$ cat config.mk
export PLATFORM = sky130hd
export DESIGN_NAME = eag_core
export DESIGN_NICKNAME = d
export VERILOG_FILES = /design/src/hw/eag_pkg.sv /design/src/hw/eag_core.sv
export SDC_FILE = /design/constraint.sdc
export NUM_CORES = 2
export LEC_CHECK = 0
export BUFFER_PORTS_ARGS = -buffer_cell sky130_fd_sc_hd__clkbuf_2
export CAP_MARGIN = 20
export CELL_PAD_IN_SITES_DETAIL_PLACEMENT = 0
export CELL_PAD_IN_SITES_GLOBAL_PLACEMENT = 1
export CORE_MARGIN = 8
export CORE_UTILIZATION = 40
export CTS_CLUSTER_SIZE = 8
export DETAILED_ROUTE_END_ITERATION = 16
export GPL_TIMING_DRIVEN = 0
export MAX_ROUTING_LAYER = met4
export PLACE_DENSITY_LB_ADDON = 0.1
export SKIP_CTS_REPAIR_TIMING = 1
export SYNTH_ARGS = -nofsm -noshare
export SYNTH_HDL_FRONTEND = slang
export SYNTH_SLANG_ARGS = --single-unit
$ cat constraint.sdc
create_clock -name clock -period 20.8 [get_ports clock]
set_clock_uncertainty 0.05 [all_clocks]
set_input_delay 2.08 -clock clock [delete_from_list [all_inputs] [get_ports clock]]
set_output_delay 2.08 -clock clock [all_outputs]
set_load 0.005 [all_outputs]
$ cat src/hw/eag_pkg.sv
// Constants, offsets, fields and modes of the effective address generator
// Assumes one core clock and a decoder issuing one request per cycle
package eag_pkg;
    // ==========================================================
    // Register byte offsets
    localparam logic [4:0] OFS_STACK_LIMIT = 5'h00;
    localparam logic [4:0] OFS_X_CIRC_START = 5'h04;
    localparam logic [4:0] OFS_X_CIRC_END = 5'h08;
    localparam logic [4:0] OFS_Y_CIRC_START = 5'h0C;
    localparam logic [4:0] OFS_Y_CIRC_END = 5'h10;
    localparam logic [4:0] OFS_CIRC_CONTROL = 5'h14;
    localparam logic [4:0] OFS_SECURE_CTRL = 5'h18;
    localparam logic [4:0] OFS_STACK_PTR = 5'h1C;
    // ==========================================================
    // Field positions
    localparam int CC_X_EN_BIT = 15;
    localparam int CC_Y_EN_BIT = 14;
    localparam int CC_XSEL_LO = 0;
    localparam int CC_YSEL_LO = 4;
    localparam int SEC_BOOT_EN_BIT = 0;
    localparam int SEC_SEG_EN_BIT = 1;
    // ==========================================================
    // Reset values and fixed figures
    localparam logic [15:0] REG_RESET = 16'h0000;
    localparam logic [15:0] SP_RESET = 16'h0800;
    localparam logic [15:0] CC_RESET = 16'h00FF;
    localparam logic [15:0] UNDERFLOW_LIMIT = 16'h0800;
    localparam logic [15:0] WORD_STEP = 16'h0002;
    localparam logic [3:0] SP_REG = 4'hF;
    localparam logic [3:0] NO_CIRC_SEL = 4'hF;
    localparam logic [3:0] X_PREFETCH_B = 4'h9;
    localparam logic [3:0] Y_PREFETCH_A = 4'hA;
    localparam logic [3:0] Y_PREFETCH_B = 4'hB;
    localparam logic [1:0] DUAL_SET_TOP = 2'b10;
    localparam logic [15:0] DUAL_STEP_2 = 16'h0002;
    localparam logic [15:0] DUAL_STEP_4 = 16'h0004;
    localparam logic [15:0] DUAL_STEP_6 = 16'h0006;
    localparam int NEAR_FIELD_W = 13;
    localparam int LIT5_W = 5;
    localparam int LIT8_W = 8;
    localparam int IRQ_DIS_W = 14;
    localparam logic [15:0] BOOT_RAM_LO = 16'h0800;
    localparam logic [15:0] BOOT_RAM_HI = 16'h08FF;
    localparam logic [15:0] SEG_RAM_LO = 16'h0900;
    localparam logic [15:0] SEG_RAM_HI = 16'h09FF;
    // ==========================================================
    // Modes
    typedef enum logic [3:0] {
        MD_FILE, MD_REG, MD_IND, MD_POST, MD_PRE, MD_REGOFS, MD_LITOFS,
        MD_LIT5, MD_LIT8, MD_LIT16, MD_BRANCH, MD_IRQ_DIS,
        MD_DUAL_IND, MD_DUAL_POST, MD_DUAL_IDX
    } eag_mode_t;
    typedef enum logic [1:0] {STK_NONE, STK_PUSH, STK_POP} eag_stack_t;
    typedef enum logic [1:0] {
        PUSH_OPERAND, PUSH_PC_LOW, PUSH_PC_CALL, PUSH_PC_EXC
    } eag_push_t;
endpackage

$ cat src/hw/eag_core.sv
// Effective address generator with stack limit checks and circular buffers
// Assumes decoder and data memory on the same clock; Avalon-MM registers
`timescale 1ns/1ps
module eag_core
    import eag_pkg::*;
(
    input wire logic clock,
    input wire logic rst_n,
    input wire logic [4:0] avsAddress,
    input wire logic avsRead,
    input wire logic avsWrite,
    input wire logic [31:0] avsWritedata,
    input wire logic [3:0] avsByteenable,
    output logic [31:0] avsReaddata,
    output logic avsWaitrequest,
    input wire logic reqValid,
    input wire eag_mode_t reqMode,
    input wire eag_stack_t reqStack,
    input wire eag_push_t reqPushSrc,
    input wire logic [3:0] reqPtr,
    input wire logic [3:0] reqIdx,
    input wire logic [15:0] reqField,
    input wire logic [15:0] reqOperand,
    input wire logic [23:0] pcValue,
    input wire logic [7:0] statusLow,
    input wire logic codeInBoot,
    input wire logic codeInSecure,
    input wire logic regWrValid,
    input wire logic [3:0] regWrIdx,
    input wire logic [15:0] regWrData,
    output logic eaValid,
    output logic [15:0] eaAddr,
    output logic eaSpaceY,
    output logic eaDenied,
    output logic [15:0] pushData,
    output logic opValid,
    output logic [15:0] opValue,
    output logic stackErrTrap,
    output logic modeError
);
    // ==========================================================
    // Helpers
    function automatic logic [15:0] eag_wrap(
        input logic [15:0] a, input logic [15:0] lo,
        input logic [15:0] hi, input logic on, input logic wordOnly);
        logic [15:0] len;
        logic [15:0] r;
        len = hi - lo + 16'h0001;
        r = a;
        if (on && a > hi)
            r = a - len;
        else if (on && a < lo)
            r = a + len;
        if (wordOnly)
            r[0] = 1'b0;
        return r;
    endfunction

    function automatic logic eag_in(
        input logic [15:0] a, input logic [15:0] lo, input logic [15:0] hi);
        return (a >= lo) && (a <= hi);
    endfunction

    // ==========================================================
    // Register storage
    logic [15:0] regs [16];
    logic [15:0] stackLimit;
    logic [15:0] xCircStart;
    logic [15:0] xCircEnd;
    logic [15:0] yCircStart;
    logic [15:0] yCircEnd;
    logic [15:0] circControl;
    logic [1:0] secureCtrl;
    logic busAck;
    logic wbEn;
    logic [15:0] wbVal;
    logic [3:0] wbIdx;

    genvar gi;
    generate
        for (gi = 0; gi < 16; gi++)
        begin : g_regs
            always_ff @(posedge clock)
            begin
                if (!rst_n)
                    regs[gi] <= (gi == 15) ? SP_RESET : REG_RESET;
                else if (wbEn && wbIdx == 4'(gi))
                    regs[gi] <= wbVal;
                else if (regWrValid && regWrIdx == 4'(gi))
                    regs[gi] <= regWrData;
            end
        end
    endgenerate

    // ==========================================================
    // Avalon slave
    logic busWr;
    logic [15:0] wrMerged;
    logic [15:0] curVal;

    assign avsWaitrequest = (avsRead || avsWrite) && !busAck;
    assign busWr = avsWrite && busAck;

    always_comb
    begin
        case (avsAddress)
            OFS_STACK_LIMIT: curVal = stackLimit;
            OFS_X_CIRC_START: curVal = xCircStart;
            OFS_X_CIRC_END: curVal = xCircEnd;
            OFS_Y_CIRC_START: curVal = yCircStart;
            OFS_Y_CIRC_END: curVal = yCircEnd;
            OFS_CIRC_CONTROL: curVal = circControl;
            OFS_SECURE_CTRL: curVal = {14'h0000, secureCtrl};
            OFS_STACK_PTR: curVal = regs[SP_REG];
            default: curVal = 16'h0000;
        endcase
        wrMerged[7:0] = avsByteenable[0] ? avsWritedata[7:0] : curVal[7:0];
        wrMerged[15:8] = avsByteenable[1] ? avsWritedata[15:8] : curVal[15:8];
    end

    always_ff @(posedge clock)
    begin
        if (!rst_n)
            busAck <= 1'b0;
        else
            busAck <= (avsRead || avsWrite) && !busAck;
    end

    always_ff @(posedge clock)
    begin
        if (!rst_n)
            avsReaddata <= 32'h0000_0000;
        else if (avsRead && !busAck)
            avsReaddata <= {16'h0000, curVal};
    end

    always_ff @(posedge clock)
    begin
        if (!rst_n)
        begin
            stackLimit <= REG_RESET;
            xCircStart <= REG_RESET;
            xCircEnd <= REG_RESET;
            yCircStart <= REG_RESET;
            yCircEnd <= REG_RESET;
            circControl <= CC_RESET;
            secureCtrl <= 2'b00;
        end
        else if (busWr)
        begin
            case (avsAddress)
                OFS_STACK_LIMIT: stackLimit <= {wrMerged[15:1], 1'b0};
                OFS_X_CIRC_START: xCircStart <= wrMerged;
                OFS_X_CIRC_END: xCircEnd <= wrMerged;
                OFS_Y_CIRC_START: yCircStart <= wrMerged;
                OFS_Y_CIRC_END: yCircEnd <= wrMerged;
                OFS_CIRC_CONTROL: circControl <= wrMerged;
                OFS_SECURE_CTRL: secureCtrl <= wrMerged[1:0];
                default: ;
            endcase
        end
    end

    // ==========================================================
    // Address calculation
    logic [15:0] sp;
    logic [15:0] base;
    logic [15:0] idxVal;
    logic xCirc;
    logic yCirc;
    logic dualSet;
    logic dualY;
    logic stepOk;
    logic next_eaValid;
    logic [15:0] next_eaAddr;
    logic next_spaceY;
    logic next_spUse;
    logic next_opValid;
    logic [15:0] next_opValue;
    logic [15:0] next_push;
    logic next_modeError;
    logic next_denied;
    logic next_trap;
    logic eaFromSp;

    assign sp = regs[SP_REG];
    assign base = regs[reqPtr];
    assign wbIdx = (reqStack == STK_NONE) ? reqPtr : SP_REG;
    assign idxVal = regs[reqIdx];
    assign xCirc = circControl[CC_X_EN_BIT]
        && circControl[CC_XSEL_LO +: 4] != NO_CIRC_SEL
        && circControl[CC_XSEL_LO +: 4] == reqPtr;
    assign yCirc = circControl[CC_Y_EN_BIT]
        && circControl[CC_YSEL_LO +: 4] != NO_CIRC_SEL
        && circControl[CC_YSEL_LO +: 4] == reqPtr;
    assign dualSet = reqPtr[3:2] == DUAL_SET_TOP;
    assign dualY = reqPtr == Y_PREFETCH_A || reqPtr == Y_PREFETCH_B;
    assign stepOk = reqField == DUAL_STEP_2 || reqField == DUAL_STEP_4
        || reqField == DUAL_STEP_6;

    always_comb
    begin
        next_eaValid = 1'b0;
        next_eaAddr = 16'h0000;
        next_spaceY = 1'b0;
        next_spUse = 1'b0;
        next_opValid = 1'b0;
        next_opValue = 16'h0000;
        next_push = 16'h0000;
        next_modeError = 1'b0;
        wbEn = 1'b0;
        wbVal = 16'h0000;
        if (!reqValid)
            ;
        else if (reqStack == STK_PUSH)
        begin
            next_eaValid = 1'b1;
            next_spUse = 1'b1;
            next_eaAddr = sp;
            wbEn = 1'b1;
            wbVal = sp + WORD_STEP;
            case (reqPushSrc)
                PUSH_PC_LOW: next_push = pcValue[15:0];
                PUSH_PC_CALL: next_push = {9'h000, pcValue[22:16]};
                PUSH_PC_EXC: next_push = {statusLow, pcValue[23:16]};
                default: next_push = reqOperand;
            endcase
        end
        else if (reqStack == STK_POP)
        begin
            next_eaValid = 1'b1;
            next_spUse = 1'b1;
            wbEn = 1'b1;
            wbVal = sp - WORD_STEP;
            next_eaAddr = sp - WORD_STEP;
        end
        else
        begin
            next_spUse = reqPtr == SP_REG;
            case (reqMode)
                MD_FILE:
                begin
                    next_spUse = 1'b0;
                    next_eaValid = 1'b1;
                    next_eaAddr = {3'b000, reqField[NEAR_FIELD_W-1:0]};
                end
                MD_REG:
                begin
                    next_spUse = 1'b0;
                    next_opValid = 1'b1;
                    next_opValue = base;
                end
                MD_IND:
                begin
                    next_eaValid = 1'b1;
                    next_eaAddr = base;
                end
                MD_POST:
                begin
                    next_eaValid = 1'b1;
                    next_eaAddr = base;
                    wbEn = 1'b1;
                    wbVal = eag_wrap(base + reqField, xCircStart, xCircEnd,
                        xCirc, 1'b0);
                end
                MD_PRE:
                begin
                    next_eaValid = 1'b1;
                    wbEn = 1'b1;
                    wbVal = eag_wrap(base + reqField, xCircStart, xCircEnd,
                        xCirc, 1'b0);
                    next_eaAddr = wbVal;
                end
                MD_REGOFS:
                begin
                    next_eaValid = 1'b1;
                    next_eaAddr = eag_wrap(base + idxVal, xCircStart,
                        xCircEnd, xCirc, 1'b0);
                end
                MD_LITOFS:
                begin
                    next_eaValid = 1'b1;
                    next_eaAddr = eag_wrap(base + reqField, xCircStart,
                        xCircEnd, xCirc, 1'b0);
                end
                MD_LIT5:
                begin
                    next_spUse = 1'b0;
                    next_opValid = 1'b1;
                    next_opValue = {11'h000, reqField[LIT5_W-1:0]};
                end
                MD_LIT8:
                begin
                    next_spUse = 1'b0;
                    next_opValid = 1'b1;
                    next_opValue = {8'h00, reqField[LIT8_W-1:0]};
                end
                MD_LIT16, MD_BRANCH:
                begin
                    next_spUse = 1'b0;
                    next_opValid = 1'b1;
                    next_opValue = reqField;
                end
                MD_IRQ_DIS:
                begin
                    next_spUse = 1'b0;
                    next_opValid = 1'b1;
                    next_opValue = {2'b00, reqField[IRQ_DIS_W-1:0]};
                end
                MD_DUAL_IND, MD_DUAL_POST, MD_DUAL_IDX:
                begin
                    next_spUse = 1'b0;
                    next_spaceY = dualY;
                    if (!dualSet)
                        next_modeError = 1'b1;
                    else if (reqMode == MD_DUAL_IND)
                    begin
                        next_eaValid = 1'b1;
                        next_eaAddr = eag_wrap(base, yCircStart, yCircEnd,
                            1'b0, dualY);
                    end
                    else if (reqMode == MD_DUAL_POST && stepOk)
                    begin
                        next_eaValid = 1'b1;
                        next_eaAddr = eag_wrap(base, yCircStart, yCircEnd,
                            1'b0, dualY);
                        wbEn = 1'b1;
                        wbVal = dualY
                            ? eag_wrap(base + reqField, yCircStart, yCircEnd,
                                yCirc, 1'b1)
                            : eag_wrap(base + reqField, xCircStart, xCircEnd,
                                xCirc, 1'b0);
                    end
                    else if (reqMode == MD_DUAL_IDX
                        && (reqPtr == X_PREFETCH_B || reqPtr == Y_PREFETCH_B))
                    begin
                        next_eaValid = 1'b1;
                        next_eaAddr = dualY
                            ? eag_wrap(base + idxVal, yCircStart, yCircEnd,
                                yCirc, 1'b1)
                            : eag_wrap(base + idxVal, xCircStart, xCircEnd,
                                xCirc, 1'b0);
                    end
                    else
                        next_modeError = 1'b1;
                end
                default: next_modeError = 1'b1;
            endcase
        end
        next_denied = next_eaValid
            && ((secureCtrl[SEC_BOOT_EN_BIT] && !codeInBoot
                && eag_in(next_eaAddr, BOOT_RAM_LO, BOOT_RAM_HI))
            || (secureCtrl[SEC_SEG_EN_BIT] && !codeInSecure
                && eag_in(next_eaAddr, SEG_RAM_LO, SEG_RAM_HI)));
        next_trap = next_eaValid && next_spUse
            && (next_eaAddr > stackLimit
            || next_eaAddr < UNDERFLOW_LIMIT);
    end

    // ==========================================================
    // Registered outputs
    always_ff @(posedge clock)
    begin
        if (!rst_n)
        begin
            eaValid <= 1'b0;
            eaAddr <= 16'h0000;
            eaSpaceY <= 1'b0;
            eaDenied <= 1'b0;
            eaFromSp <= 1'b0;
            pushData <= 16'h0000;
            opValid <= 1'b0;
            opValue <= 16'h0000;
            stackErrTrap <= 1'b0;
            modeError <= 1'b0;
        end
        else
        begin
            eaValid <= next_eaValid;
            eaAddr <= next_eaAddr;
            eaSpaceY <= next_spaceY;
            eaDenied <= next_denied;
            eaFromSp <= next_eaValid && next_spUse;
            pushData <= next_push;
            opValid <= next_opValid;
            opValue <= next_opValue;
            stackErrTrap <= next_trap;
            modeError <= next_modeError;
        end
    end
endmodule // eag_core

==> out/metrics.yaml <==
status: "complete, no violations"
grt_pass1_wl_um: 245000
area_growth_syn_to_layout_pct: 13.2
final_core_util: 0.456
routed_wl_um: 172000
min_from: "circControl[12]"
clock_path_buffers: 3
hold_class: "reg2reg"
fp.dieArea_sq_um: 102000
ys_warn_count: 0
dieHeight_um: 319
period_share: 0.720
fin_total_pwr_uw: 3650
whs_path_depth: 2
powerDensity_nw_per_um2: 87.5
cts_buffers: 60
reg2reg_from: "regs[15][0]"
rsz0062_at_grt: "false"
globalRouteTotalUtil: 0.333
overflow: 0
grt_max_degree: 21
slew_headroom: 0.186
finalSetupViolCount: 0
clock.fmax_mhz: 66.7
synth-seq-cells: 424
layout-drive-gt1-share: 0.122
report.final.hold_viol_count: 0
drc: 0
critPathArrivalTime_ns: 15.40
maxCapViolCount: 0
synth_flop_cell: "edfxtp_1"
die_width_um: 319
cts.sinks: 424
root_buffer: "clkbuf_16"
routedWlPerCell_um: 30.4
p_leak_uw: 0.0155
cpPeakStageDelay_ns: 0.85
top_register: "regs"
synth_cell_types: 98
worst_pin_slew_ns: 1.22
core_area_sq_um: 91400
final_nets: 4936
dpl.hpwl_um: 140000
dp.cells: 5545
dr_total_vias: 36100
fin_area_sq_um: 41600
fin_crit_ns: 14.98
vdd_drop_max_uv: 59.7
critPathLaunchType: "input pin"
required_ns: 21.21
grt_pass1_vias: 34400
cpMaxStageDelayCell: "clkbuf_1"
fin_cells: 5660
placed_cell_area_sq_um: 39800
io-pin-count: 236
first_pass_iters: 6
clock_latency_ns: 0.72
initial_core_util: 0.403
via_per_inst: 6.38
cp-end-kind: "flop"
ff2ff_path_depth: 37
synthArstFlopShare: 0
maxSlewViolCount: 0
path_class: "in2reg"
setup_tns_ns: 0
min_to: "circControl[12]"
gp_congestion: 1.00
clk_pin_slew_worst_paths_ns: 0.05
row_count: 111
cp_max_fo: 10
drt-initial-drc-count: 4240
syn-instance-count: 4140
ys_seq_area_frac: 0.300
antenna_found_initial: 3
r2r_end: "stackErrTrap"
cts_tree: "yes"
htreeDepth: 2
syn_area_per_cell_sq_um: 8.89
synth_edf_count: 256
syn_area_sq_um: 36800
ant_nets: 0
r2r_slack_ns: 9.67
portBuffers: 171
largest_reg_flops: 256
logic make-up (layout without fill, tap and decap cells):
logic type | Yosys count | in the layout | share of synthesized area
and+or+nand+nor | 1282 | 1282 | 0.157
AOI/OAI and AO/OA | 1272 | 1272 | 0.228
buffers and inverters | 493 | 805 | 0.0529
DFF | 424 | 424 | 0.300
adders and majority gates | 359 | 359 | 0.125
muxes | 222 | 222 | 0.116
xor gates and xnor gates | 87 | 87 | 0.0209
other | 1 | 23 | 0.000102
layout make-up:
cell class	instances	area, sq um
fill	8969	49700
multi-input combinational	3238	24000
sequential	424	11100
clock buffer	95	1640
tap	1186	1480
timing repair buffer	211	1330
buffer	290	1180
inverter	203	762
clock inverter	6	133
antenna	7	17.5
metrics by stage:
step	hold slack [ns]	setup slack [ns]
global placement	0.395	3.58
finish	0.409	5.82
global route	0.438	5.37
detailed placement	0.405	5.23
CTS	0.412	5.90
floorplan	0.386	9.75
cell usage in the layout, fill, tap and decap left out, drive strengths merged, types with 21 or more instances in the layout:
master / count
nor2b: 27
and3: 36
inv: 203
o21bai: 39
nand2b: 41
mux4: 161
a21o: 60
a31oi: 30
buf: 101
a221oi: 38
o21ai: 337
and2: 31
o21a: 28
nor2: 292
dfxtp: 168
edfxtp: 256
or3: 34
a21oi: 286
xnor2: 67
a221o: 21
mux2i: 36
clkbuf: 495
a22oi: 66
o31ai: 23
a22o: 86
nand3: 70
a211oi: 43
nor3: 92
mux2: 25
nand4: 31
nand2: 564
ha: 347
o211ai: 51
routing by layer:
metal	up-vias	GRT usage	share of wire
li1	16100	-	-
met1	17600	0.410	0.40
met2	1971	0.522	0.45
met3	474	0.0599	0.087
met4	0	0.176	0.066
met5	-	-	0
critical path, delay by kind of cell:
kind	cells	cell delay, ns
AOI/OAI and AO/OA	21	5.16
and+or+nand+nor	5	1.74
xor gates and xnor gates	1	0.33
buffers and inverters	6	3.65
muxes	2	1.18
adders and majority gates	3	1.21
synth_stat cells (all sizes together) (34+ instances only):
library cell / count / area share
a22oi: 66 / 0.013
mux4: 161 / 0.099
a211oi: 43 / 0.0088
mux2i: 36 / 0.0098
edfxtp: 256 / 0.21
o211ai: 51 / 0.010
nor2: 292 / 0.030
and3: 36 / 0.0061
a22o: 86 / 0.020
ha: 347 / 0.12
nor3: 92 / 0.013
xnor2: 67 / 0.016
dfxtp: 168 / 0.091
inv: 203 / 0.021
o21bai: 39 / 0.0080
a21o: 60 / 0.012
nand2: 564 / 0.058
nand3: 70 / 0.0097
a221oi: 38 / 0.0090
buf: 65 / 0.0093
or3: 34 / 0.0058
clkbuf: 225 / 0.023
nand2b: 41 / 0.0070
a21oi: 286 / 0.039
o21ai: 337 / 0.046
worst max path at each step:
stage                               to  cells after the start  startpoint  slack, ns
after global placement    stackErrTrap                     36   reqPtr[1]       3.58
after detailed placement  stackErrTrap                     35   reqPtr[1]       5.23
final                     stackErrTrap                     38   reqPtr[1]       5.82
after global routing      stackErrTrap                     41   reqPtr[1]       5.37
after CTS                 stackErrTrap                     35   reqPtr[1]       5.90
after floorplan           stackErrTrap                     40   reqPtr[0]       9.75
report_power, final:
part	leakage (uW)	internal (uW)	switching [uW]
clock	0.000839	550	405
sequential	0.00393	922	18.6
combinational	0.0107	603	1150
(Power assumes the default switching activity.)
